--- src/hw/mdsr_pkg.sv ---
package mdsr_pkg;

  // ----------------------------------------------------------------
  // Register map
  // ----------------------------------------------------------------
  localparam logic [7:0]  ADDR_DEVICE_STATUS = 8'h08;
  localparam logic [7:0]  ADDR_CTRL          = 8'h00;
  localparam logic [7:0]  ADDR_EXT_CTRL      = 8'h18;
  localparam logic [7:0]  ADDR_IRQ_STATUS    = 8'h20;
  localparam logic [7:0]  ADDR_IRQ_MASK      = 8'h24;

  // ----------------------------------------------------------------
  // Device status field positions
  // ----------------------------------------------------------------
  localparam int POS_DUPLEX   = 0;
  localparam int POS_LINK     = 1;
  localparam int POS_FUNC     = 2;
  localparam int POS_TXPAUSE  = 4;
  localparam int POS_SERDES   = 5;
  localparam int POS_SPEED    = 6;
  localparam int POS_SENSED   = 8;
  localparam int POS_BUS66    = 11;
  localparam int POS_WIDE     = 12;
  localparam int POS_XMODE    = 13;
  localparam int POS_XSPEED   = 14;

  // ----------------------------------------------------------------
  // Control register bits (own layout)
  // ----------------------------------------------------------------
  localparam int CTRL_FORCE_DUPLEX = 0;
  localparam int CTRL_DUPLEX       = 1;
  localparam int CTRL_ASD_EN       = 2;
  localparam int CTRL_FORCE_SPEED  = 3;
  localparam int CTRL_SPEED        = 4;
  localparam int CTRL_FORCE_LINK   = 6;
  localparam int CTRL_AN_EN        = 7;
  localparam int EXT_KICK          = 0;

  // ----------------------------------------------------------------
  // Interrupt causes
  // ----------------------------------------------------------------
  localparam int IRQ_LINK   = 0;
  localparam int IRQ_PAUSE  = 1;
  localparam int IRQ_SENSED = 2;
  localparam int IRQ_W      = 3;

  // ----------------------------------------------------------------
  // Reset values and variant options
  // ----------------------------------------------------------------
  localparam logic [7:0]       CTRL_RESET   = 8'h00;
  localparam logic [1:0]       SPEED_10     = 2'h0;
  localparam logic [1:0]       FUNC_ID      = 2'h0;
  localparam logic             HAS_SERDES   = 1'b1;

  // ----------------------------------------------------------------
  // Carriers
  // ----------------------------------------------------------------
  typedef struct packed {
    logic       an_link_ok;
    logic       phy_link;
    logic [1:0] phy_speed;
    logic [1:0] an_speed;
    logic       an_duplex;
    logic       rx_xoff;
    logic       rx_xon;
    logic       pause_expired;
    logic       sym_fc_en;
    logic [1:0] sensed_speed;
    logic       sensed_valid;
  } mdsr_mac_in_type;

  typedef struct packed {
    logic       serdes_sel;
    logic       bus_66;
    logic       req64;
    logic       xmode;
    logic [1:0] xspeed;
  } mdsr_pin_in_type;

endpackage

--- src/hw/mdsr_top.sv ---
// The strobed register port was decided locally.
module mdsr_top (
  input  wire logic                      core_clk,
  input  wire logic                      arst_n,
  input  wire logic                      clk_en,
  input  wire logic [7:0]                addr,
  input  wire logic [31:0]               wdata,
  input  wire logic                      wr_stb,
  input  wire logic                      rd_stb,
  output logic      [31:0]               rdata,
  input  wire mdsr_pkg::mdsr_mac_in_type mac_in,
  input  wire mdsr_pkg::mdsr_pin_in_type pin_in,
  output logic                           speed_detect_start,
  output logic                           irq
);

  // ----------------------------------------------------------------
  // Pin synchronisers
  // ----------------------------------------------------------------
  mdsr_pkg::mdsr_pin_in_type pin_s;

  mdsr_sync #(
    .W ($bits(mdsr_pkg::mdsr_pin_in_type))
  ) u_pin_sync (
    .core_clk (core_clk),
    .arst_n   (arst_n),
    .clk_en   (clk_en),
    .d        (pin_in),
    .q        (pin_s)
  );

  // ----------------------------------------------------------------
  // Software control registers
  // ----------------------------------------------------------------
  logic [7:0]  ctrl_r;
  logic        wr_ctrl;
  logic        wr_ext;
  logic        wr_ists;
  logic        wr_imask;

  assign wr_ctrl  = wr_stb && (addr == mdsr_pkg::ADDR_CTRL);
  assign wr_ext   = wr_stb && (addr == mdsr_pkg::ADDR_EXT_CTRL);
  assign wr_ists  = wr_stb && (addr == mdsr_pkg::ADDR_IRQ_STATUS);
  assign wr_imask = wr_stb && (addr == mdsr_pkg::ADDR_IRQ_MASK);

  always_ff @(posedge core_clk or negedge arst_n) begin
    if (!arst_n) begin
      ctrl_r <= mdsr_pkg::CTRL_RESET;
    end else if (clk_en && wr_ctrl) begin
      ctrl_r <= wdata[7:0];
    end
  end

  // Kick is self clearing: a one-cycle start toward the detector
  always_ff @(posedge core_clk or negedge arst_n) begin
    if (!arst_n) begin
      speed_detect_start <= 1'b0;
    end else if (clk_en) begin
      speed_detect_start <= wr_ext && wdata[mdsr_pkg::EXT_KICK];
    end
  end

  // ----------------------------------------------------------------
  // Mode and duplex
  // ----------------------------------------------------------------
  logic serdes_mode;
  logic duplex_r;

  // Variants without the select pin read serializer mode as zero
  assign serdes_mode = mdsr_pkg::HAS_SERDES & pin_s.serdes_sel;

  always_ff @(posedge core_clk or negedge arst_n) begin
    if (!arst_n) begin
      duplex_r <= 1'b0;
    end else if (clk_en) begin
      if (ctrl_r[mdsr_pkg::CTRL_FORCE_DUPLEX]) begin
        duplex_r <= ctrl_r[mdsr_pkg::CTRL_DUPLEX];
      end else begin
        duplex_r <= mac_in.an_duplex;
      end
    end
  end

  // ----------------------------------------------------------------
  // Link state
  // ----------------------------------------------------------------
  logic link_r;
  logic link_nxt;

  always_comb begin
    if (serdes_mode) begin
      if (ctrl_r[mdsr_pkg::CTRL_FORCE_LINK]) begin
        link_nxt = 1'b1;
      end else if (ctrl_r[mdsr_pkg::CTRL_AN_EN]) begin
        link_nxt = mac_in.an_link_ok;
      end else begin
        // Neither forced nor negotiated: no link to report
        link_nxt = 1'b0;
      end
    end else begin
      link_nxt = mac_in.phy_link;
    end
  end

  always_ff @(posedge core_clk or negedge arst_n) begin
    if (!arst_n) begin
      link_r <= 1'b0;
    end else if (clk_en) begin
      link_r <= link_nxt;
    end
  end

  // ----------------------------------------------------------------
  // Configured speed
  // ----------------------------------------------------------------
  // Auto detection latches once per link-up so the MAC does not retune
  // mid-traffic if the PHY indication glitches.
  typedef enum logic [0:0] {
    MDSR_SPD_WAIT,
    MDSR_SPD_LOCKED
  } mdsr_spd_state_type;

  mdsr_spd_state_type spd_state_r;
  logic [1:0]         speed_r;

  always_ff @(posedge core_clk or negedge arst_n) begin
    if (!arst_n) begin
      spd_state_r <= MDSR_SPD_WAIT;
      speed_r     <= mdsr_pkg::SPEED_10;
    end else if (clk_en) begin
      if (ctrl_r[mdsr_pkg::CTRL_FORCE_SPEED]) begin
        speed_r     <= ctrl_r[mdsr_pkg::CTRL_SPEED +: 2];
        spd_state_r <= MDSR_SPD_WAIT;
      // Leaving auto mode re-arms the latch for the next link-up
      end else if (ctrl_r[mdsr_pkg::CTRL_ASD_EN]) begin
        case (spd_state_r)
          MDSR_SPD_WAIT: begin
            if (mac_in.phy_link) begin
              speed_r     <= mac_in.an_speed;
              spd_state_r <= MDSR_SPD_LOCKED;
            end
          end
          MDSR_SPD_LOCKED: begin
            if (!mac_in.phy_link) begin
              spd_state_r <= MDSR_SPD_WAIT;
            end
          end
          default: spd_state_r <= MDSR_SPD_WAIT;
        endcase
      end else begin
        speed_r     <= mac_in.phy_speed;
        spd_state_r <= MDSR_SPD_WAIT;
      end
    end
  end

  // ----------------------------------------------------------------
  // Sensed speed
  // ----------------------------------------------------------------
  logic [1:0] sensed_r;

  always_ff @(posedge core_clk or negedge arst_n) begin
    if (!arst_n) begin
      sensed_r <= mdsr_pkg::SPEED_10;
    end else if (clk_en && mac_in.sensed_valid) begin
      sensed_r <= mac_in.sensed_speed;
    end
  end

  // ----------------------------------------------------------------
  // Transmit pause
  // ----------------------------------------------------------------
  logic tx_paused_r;

  always_ff @(posedge core_clk or negedge arst_n) begin
    if (!arst_n) begin
      tx_paused_r <= 1'b0;
    end else if (clk_en) begin
      if (!duplex_r || !mac_in.sym_fc_en) begin
        tx_paused_r <= 1'b0;
      end else if (mac_in.rx_xoff) begin
        tx_paused_r <= 1'b1;
      end else if (mac_in.rx_xon || mac_in.pause_expired) begin
        tx_paused_r <= 1'b0;
      end
    end
  end

  // ----------------------------------------------------------------
  // Status word
  // ----------------------------------------------------------------
  logic [31:0] status_word;

  always_comb begin
    status_word = 32'h0000_0000;
    status_word[mdsr_pkg::POS_DUPLEX]      = duplex_r;
    status_word[mdsr_pkg::POS_LINK]        = link_r;
    status_word[mdsr_pkg::POS_FUNC +: 2]   = mdsr_pkg::FUNC_ID;
    status_word[mdsr_pkg::POS_TXPAUSE]     = tx_paused_r;
    status_word[mdsr_pkg::POS_SERDES]      = serdes_mode;
    status_word[mdsr_pkg::POS_SPEED +: 2]  = speed_r;
    status_word[mdsr_pkg::POS_SENSED +: 2] = sensed_r;
    status_word[mdsr_pkg::POS_BUS66]       = pin_s.bus_66;
    status_word[mdsr_pkg::POS_WIDE]        = pin_s.req64;
    status_word[mdsr_pkg::POS_XMODE]       = pin_s.xmode;
    status_word[mdsr_pkg::POS_XSPEED +: 2] = pin_s.xspeed;
  end

  // ----------------------------------------------------------------
  // Interrupts
  // ----------------------------------------------------------------
  logic [mdsr_pkg::IRQ_W-1:0] ists_r;
  logic [mdsr_pkg::IRQ_W-1:0] imask_r;
  logic [mdsr_pkg::IRQ_W-1:0] ev;
  logic                       link_d_r;
  logic                       pause_d_r;

  assign ev[mdsr_pkg::IRQ_LINK]   = link_r ^ link_d_r;
  assign ev[mdsr_pkg::IRQ_PAUSE]  = tx_paused_r & ~pause_d_r;
  assign ev[mdsr_pkg::IRQ_SENSED] = mac_in.sensed_valid;

  // Delay copies reset to the level of their sources, so no false event
  // appears in the first cycle after reset
  always_ff @(posedge core_clk or negedge arst_n) begin
    if (!arst_n) begin
      link_d_r <= 1'h0;
    end else if (clk_en) begin
      link_d_r <= link_r;
    end
  end

  always_ff @(posedge core_clk or negedge arst_n) begin
    if (!arst_n) begin
      pause_d_r <= 1'h0;
    end else if (clk_en) begin
      pause_d_r <= tx_paused_r;
    end
  end

  // A new event wins over a write-one clear in the same cycle
  always_ff @(posedge core_clk or negedge arst_n) begin
    if (!arst_n) begin
      ists_r <= '0;
    end else if (clk_en) begin
      ists_r <= (ists_r & ~(wr_ists ? wdata[mdsr_pkg::IRQ_W-1:0] : '0)) | ev;
    end
  end

  always_ff @(posedge core_clk or negedge arst_n) begin
    if (!arst_n) begin
      imask_r <= '0;
    end else if (clk_en && wr_imask) begin
      imask_r <= wdata[mdsr_pkg::IRQ_W-1:0];
    end
  end

  always_ff @(posedge core_clk or negedge arst_n) begin
    if (!arst_n) begin
      irq <= 1'b0;
    end else if (clk_en) begin
      irq <= |(ists_r & imask_r);
    end
  end

  // ----------------------------------------------------------------
  // Read port
  // ----------------------------------------------------------------
  // Status writes fall through: no write decode exists for that offset.
  always_ff @(posedge core_clk or negedge arst_n) begin
    if (!arst_n) begin
      rdata <= 32'h0000_0000;
    end else if (clk_en) begin
      rdata <= 32'h0000_0000;
      if (rd_stb) begin
        case (addr)
          mdsr_pkg::ADDR_DEVICE_STATUS: rdata <= status_word;
          mdsr_pkg::ADDR_CTRL:          rdata <= {24'h000000, ctrl_r};
          mdsr_pkg::ADDR_IRQ_STATUS:    rdata <= {29'h0, ists_r};
          mdsr_pkg::ADDR_IRQ_MASK:      rdata <= {29'h0, imask_r};
          // Extended control is write-only; its kick never reads back
          mdsr_pkg::ADDR_EXT_CTRL:      rdata <= 32'h0000_0000;
          default:                      rdata <= 32'h0000_0000;
        endcase
      end
    end
  end

endmodule

--- src/hw/mdsr_sync.sv ---
module mdsr_sync #(
  parameter int W = 1
) (
  input  wire logic         core_clk,
  input  wire logic         arst_n,
  input  wire logic         clk_en,
  input  wire logic [W-1:0] d,
  output logic      [W-1:0] q
);

  logic [W-1:0] meta_r;

  // Two stage capture; the first stage feeds only the second
  always_ff @(posedge core_clk or negedge arst_n) begin
    if (!arst_n) begin
      meta_r <= '0;
      q      <= '0;
    end else if (clk_en) begin
      meta_r <= d;
      q      <= meta_r;
    end
  end

endmodule

--- config.mk ---
export PLATFORM = sky130hd
export DESIGN_NAME = mdsr_top
export DESIGN_NICKNAME = d
export VERILOG_FILES = /design/src/hw/mdsr_pkg.sv /design/src/hw/mdsr_top.sv /design/src/hw/mdsr_sync.sv
export SDC_FILE = /design/constraint.sdc
export NUM_CORES = 1
export LEC_CHECK = 0
export ABC_AREA = 1
export ABC_CLOCK_PERIOD_IN_PS = 3300
export BUFFER_PORTS_ARGS = -buffer_cell sky130_fd_sc_hd__buf_2
export CAP_MARGIN = 20
export CORE_ASPECT_RATIO = 1.2
export CORE_MARGIN = 5
export CORE_UTILIZATION = 53
export CTS_BUF_LIST = sky130_fd_sc_hd__clkbuf_16
export CTS_CLUSTER_DIAMETER = 80
export DETAILED_ROUTE_END_ITERATION = 10
export GPL_ROUTABILITY_DRIVEN = 0
export GPL_TIMING_DRIVEN = 0
export PLACE_DENSITY = 0.85
export SLEW_MARGIN = 25
export SYNTH_ARGS = -nofsm -noshare
export SYNTH_HDL_FRONTEND = slang
export SYNTH_SLANG_ARGS = --single-unit
export TNS_END_PERCENT = 10
--- constraint.sdc ---
create_clock -name core_clk -period 3.3 [get_ports core_clk]
set_clock_uncertainty 0.05 [all_clocks]
set_input_delay 0.66 -clock core_clk [delete_from_list [all_inputs] [get_ports core_clk]]
set_output_delay 0.66 -clock core_clk [all_outputs]
set_load 0.01 [all_outputs]
==> impl_results.md <==
* Fmax at 649 MHz
* DIE AREA at 6470 sq um
* I/O pin cnt at 99
* Via density per instance at 4.87
* Final worst path period share at 46.7%
* Leak at 1.79 nW
* Synth Instances at 312
* Area Overhead vs Synth at 22.4%
* Synth Area in Compound Gates at 11.8%
* Worst Path Required at 2.59 ns
* Post-Syn Area at 2630 sq um
* Clock group share of total power at 40.9%
* Top_reg_cell synth: dfrtp_1
* Peak supply drop at 0.000316 V
* Max_slew headroom at 56.6%
* Seq pwr share at 48.6%
* Share of layout cells above drive strength 1 at 29.3%
* Final core utilization at 66.1%
* Setup WS pre-CTS at 1.54 ns
* Register area share after synthesis at 50.5%
* CP delay by family, top: flip-flops
* H-Tree Depth at 2
* Global-route wire length before repair at 9.81 mm
* Asr flop ratio synth at 100%
* Sinks on Clock Net at 53
* Worst-margin pin slew at 0.650 ns
* Combinational power share at 10.5%
* Post-Synth Simple-Gate Area at 25.5%
* EDFF count, synth at 0
* Adder-cell area share of the yosys netlist at 0%
* NumNets Final at 457
* # DRC at 0
* CTS tree: built
* Clk buf depth at 2
* Post-synthesis register bit count at 53
* Final slew viol count at 0
* Synth area leaders: dfrtp_1 (50%), nand2_1 (14%), o21ai_0 (5.1%)
* Diodes inserted at 0
* Total Wirelength at 5.92 mm
* Cts repair resizes at 0
* Vias after detailed routing at 2,205
* Pint at 1.09 mW
* Sw Share at 23.7%
* Multiplexer area fraction after synthesis at 0.381%
* Initial Util at 54.0%
* Area leader, netlist: dfrtp_1
* Fin worst setup slack at 1.76 ns
* Outcome: complete, no violations
* Worst path slowest cell: dfrtp_1
* Worst-Skew Late Latency at 0.29 ns
* Maximum fanout along the worst path at 2
* Setup TNS at 0 ns
* Hold buffers post-CTS at 0
* Synth Warn # at 0
* Post-DRT Antenna Nets at 0
* Final setup violating endpoints at 0
* Min cycle time layout at 1.54 ns
* PD cells at 446 nW/um^2
* Initial antenna violation count at 0
* DP HPWL at 4.44 mm
* RSZ-0062 raised after global routing: false
* Setup bufs post-CTS at 0
* Largest net degree at the start of global routing at 54
* Post-synthesis area per instance at 8.42 sq um
* Routed wire length per instance at 13.1 um
* Fin. Hold Viols at 0
* Kind of critical path: flip-flop to primary output
* Inserted Clock Buffers at 5
* WP data arrival at 0.83 ns
* Synth unique cells at 25
* Std cell rows at 28
* Critical Path Max Stage Delay at 0.40 ns
* GRT Total Usage at 19.7%
* Yosys top cell area share at 50.5%
* Min-delay worst type: input port to async pin
* Most frequent cell after synthesis: nand2_1
* Root Buffer Master: clkbuf_16
* Top cells by count, synth: nand2_1 (100), dfrtp_1 (53), inv_1 (31)
* Core ar. at 4870 sq um
* Die Span Y at 87.1 um
* Crit path buf inv count at 1
* Port Buf Inserts at 57
* Pwr Total at 1.43 mW
* GRT overflow at 0
* Switching pwr at 0.340 mW
* 1st-iter DRT viols at 160
* Maxcap violations at 0
* Vias in the first global route at 2,219
* Detailed Routing Iterations Pass 1 at 5
* Post-synthesis xor/xnor area fraction at 0%
* DIE WIDTH at 74.3 um
* CP Capture Type: primary output
* Clock transition at the registers of the reported paths at 0.07 ns
* Largest family of logic cells by synthesized area: simple AND/OR/NAND/NOR gates
* Critical Path, Cell by Cell: buf_2
* Startpoint Class: flip-flop
[power groups by stage]
| stage | Combinational (mW) | Clock, mW | Sequential, mW |
|---|---|---|---|
| after floorplan | 0.0905 | 0 | 0.704 |
| after global placement | 0.145 | 0 | 0.707 |
| after detailed placement | 0.150 | 0 | 0.709 |
| after CTS | 0.152 | 0.594 | 0.696 |
| after global routing | 0.171 | 0.625 | 0.700 |
| final | 0.151 | 0.586 | 0.696 |
[worst paths after layout]
check	slack (ns)	depth (start not counted)	startpoint	endpoint
max in group asynchronous	2.42	1	arst_n	ists_r[1]
min	0.35	1	arst_n	rdata[14]
min in group core_clk	0.42	2	pause_d_r	pause_d_r
max reg2reg	2.01	5	ctrl_r[2]	speed_r[1]
max	1.76	1	rdata[15]	rdata[15]
min reg2reg	0.42	2	pause_d_r	pause_d_r
[metrics by stage]
| step | instance area (sq um) | hold WS [ns] | std cells |
|---|---|---|---|
| global route | 3220 | 0.404 | 453 |
| CTS | 3220 | 0.377 | 453 |
| global placement | 3050 | 0.399 | 445 |
| floorplan | 2690 | 0.314 | 328 |
| detailed placement | 3050 | 0.409 | 445 |
| finish | 3220 | 0.353 | 453 |
[logic make-up after synthesis]
logic type,Yosys count
mux,1
buf+inv,59
flops,53
other cells,1
compound gates,53
simple gates,145
[sequential cells by signal, indices dropped and copies added, names as in the netlist]
| register | count |
|---|---|
| duplex_r | 1 |
| imask_r | 3 |
| speed_r | 2 |
| link_d_r | 1 |
| u_pin_sync.q | 6 |
| u_pin_sync.meta_r | 6 |
| rdata | 15 |
| irq | 1 |
| spd_state_r | 1 |
| sensed_r | 2 |
| ists_r | 3 |
| link_r | 1 |
| ctrl_r | 8 |
| tx_paused_r | 1 |
| pause_d_r | 1 |
| speed_detect_start | 1 |
[final cells by class]
cell class                 count  area, sq um
sequential                    53         1330
inverter                      34          130
clock buffer                   5          125
clock inverter                 3         41.3
timing repair buffer          57          288
buffer                        25          178
multi-input combinational    216         1050
fill                         410         1650
tap                           60         75.1
[metal layers]
metal / up-vias / part of all wire [%] / GRT usage (%)
met2: 77 / 51 / 33.9
met5: - / 0 / 0
met1: 1004 / 39 / 24.1
met4: 0 / 1.6 / 5.66
li1: 1111 / - / -
met3: 13 / 8.7 / 5.20
[cell usage in the layout (no fill, tap or decap), types with 3 or more instances in the layout]
cell type    n
o211ai_1     3
conb_1      17
dfrtp_1     53
nand2_2     10
o21ai_0     27
o31ai_1      9
nor2_1       8
a21oi_1      6
o21ai_1      3
nand3_1     15
inv_1       31
a21oi_2      3
nand2_1    100
nor2_2       5
buf_2       60
buf_4       18
clkbuf_16    5
nor2_4       3
(Power assumes the default switching activity.)
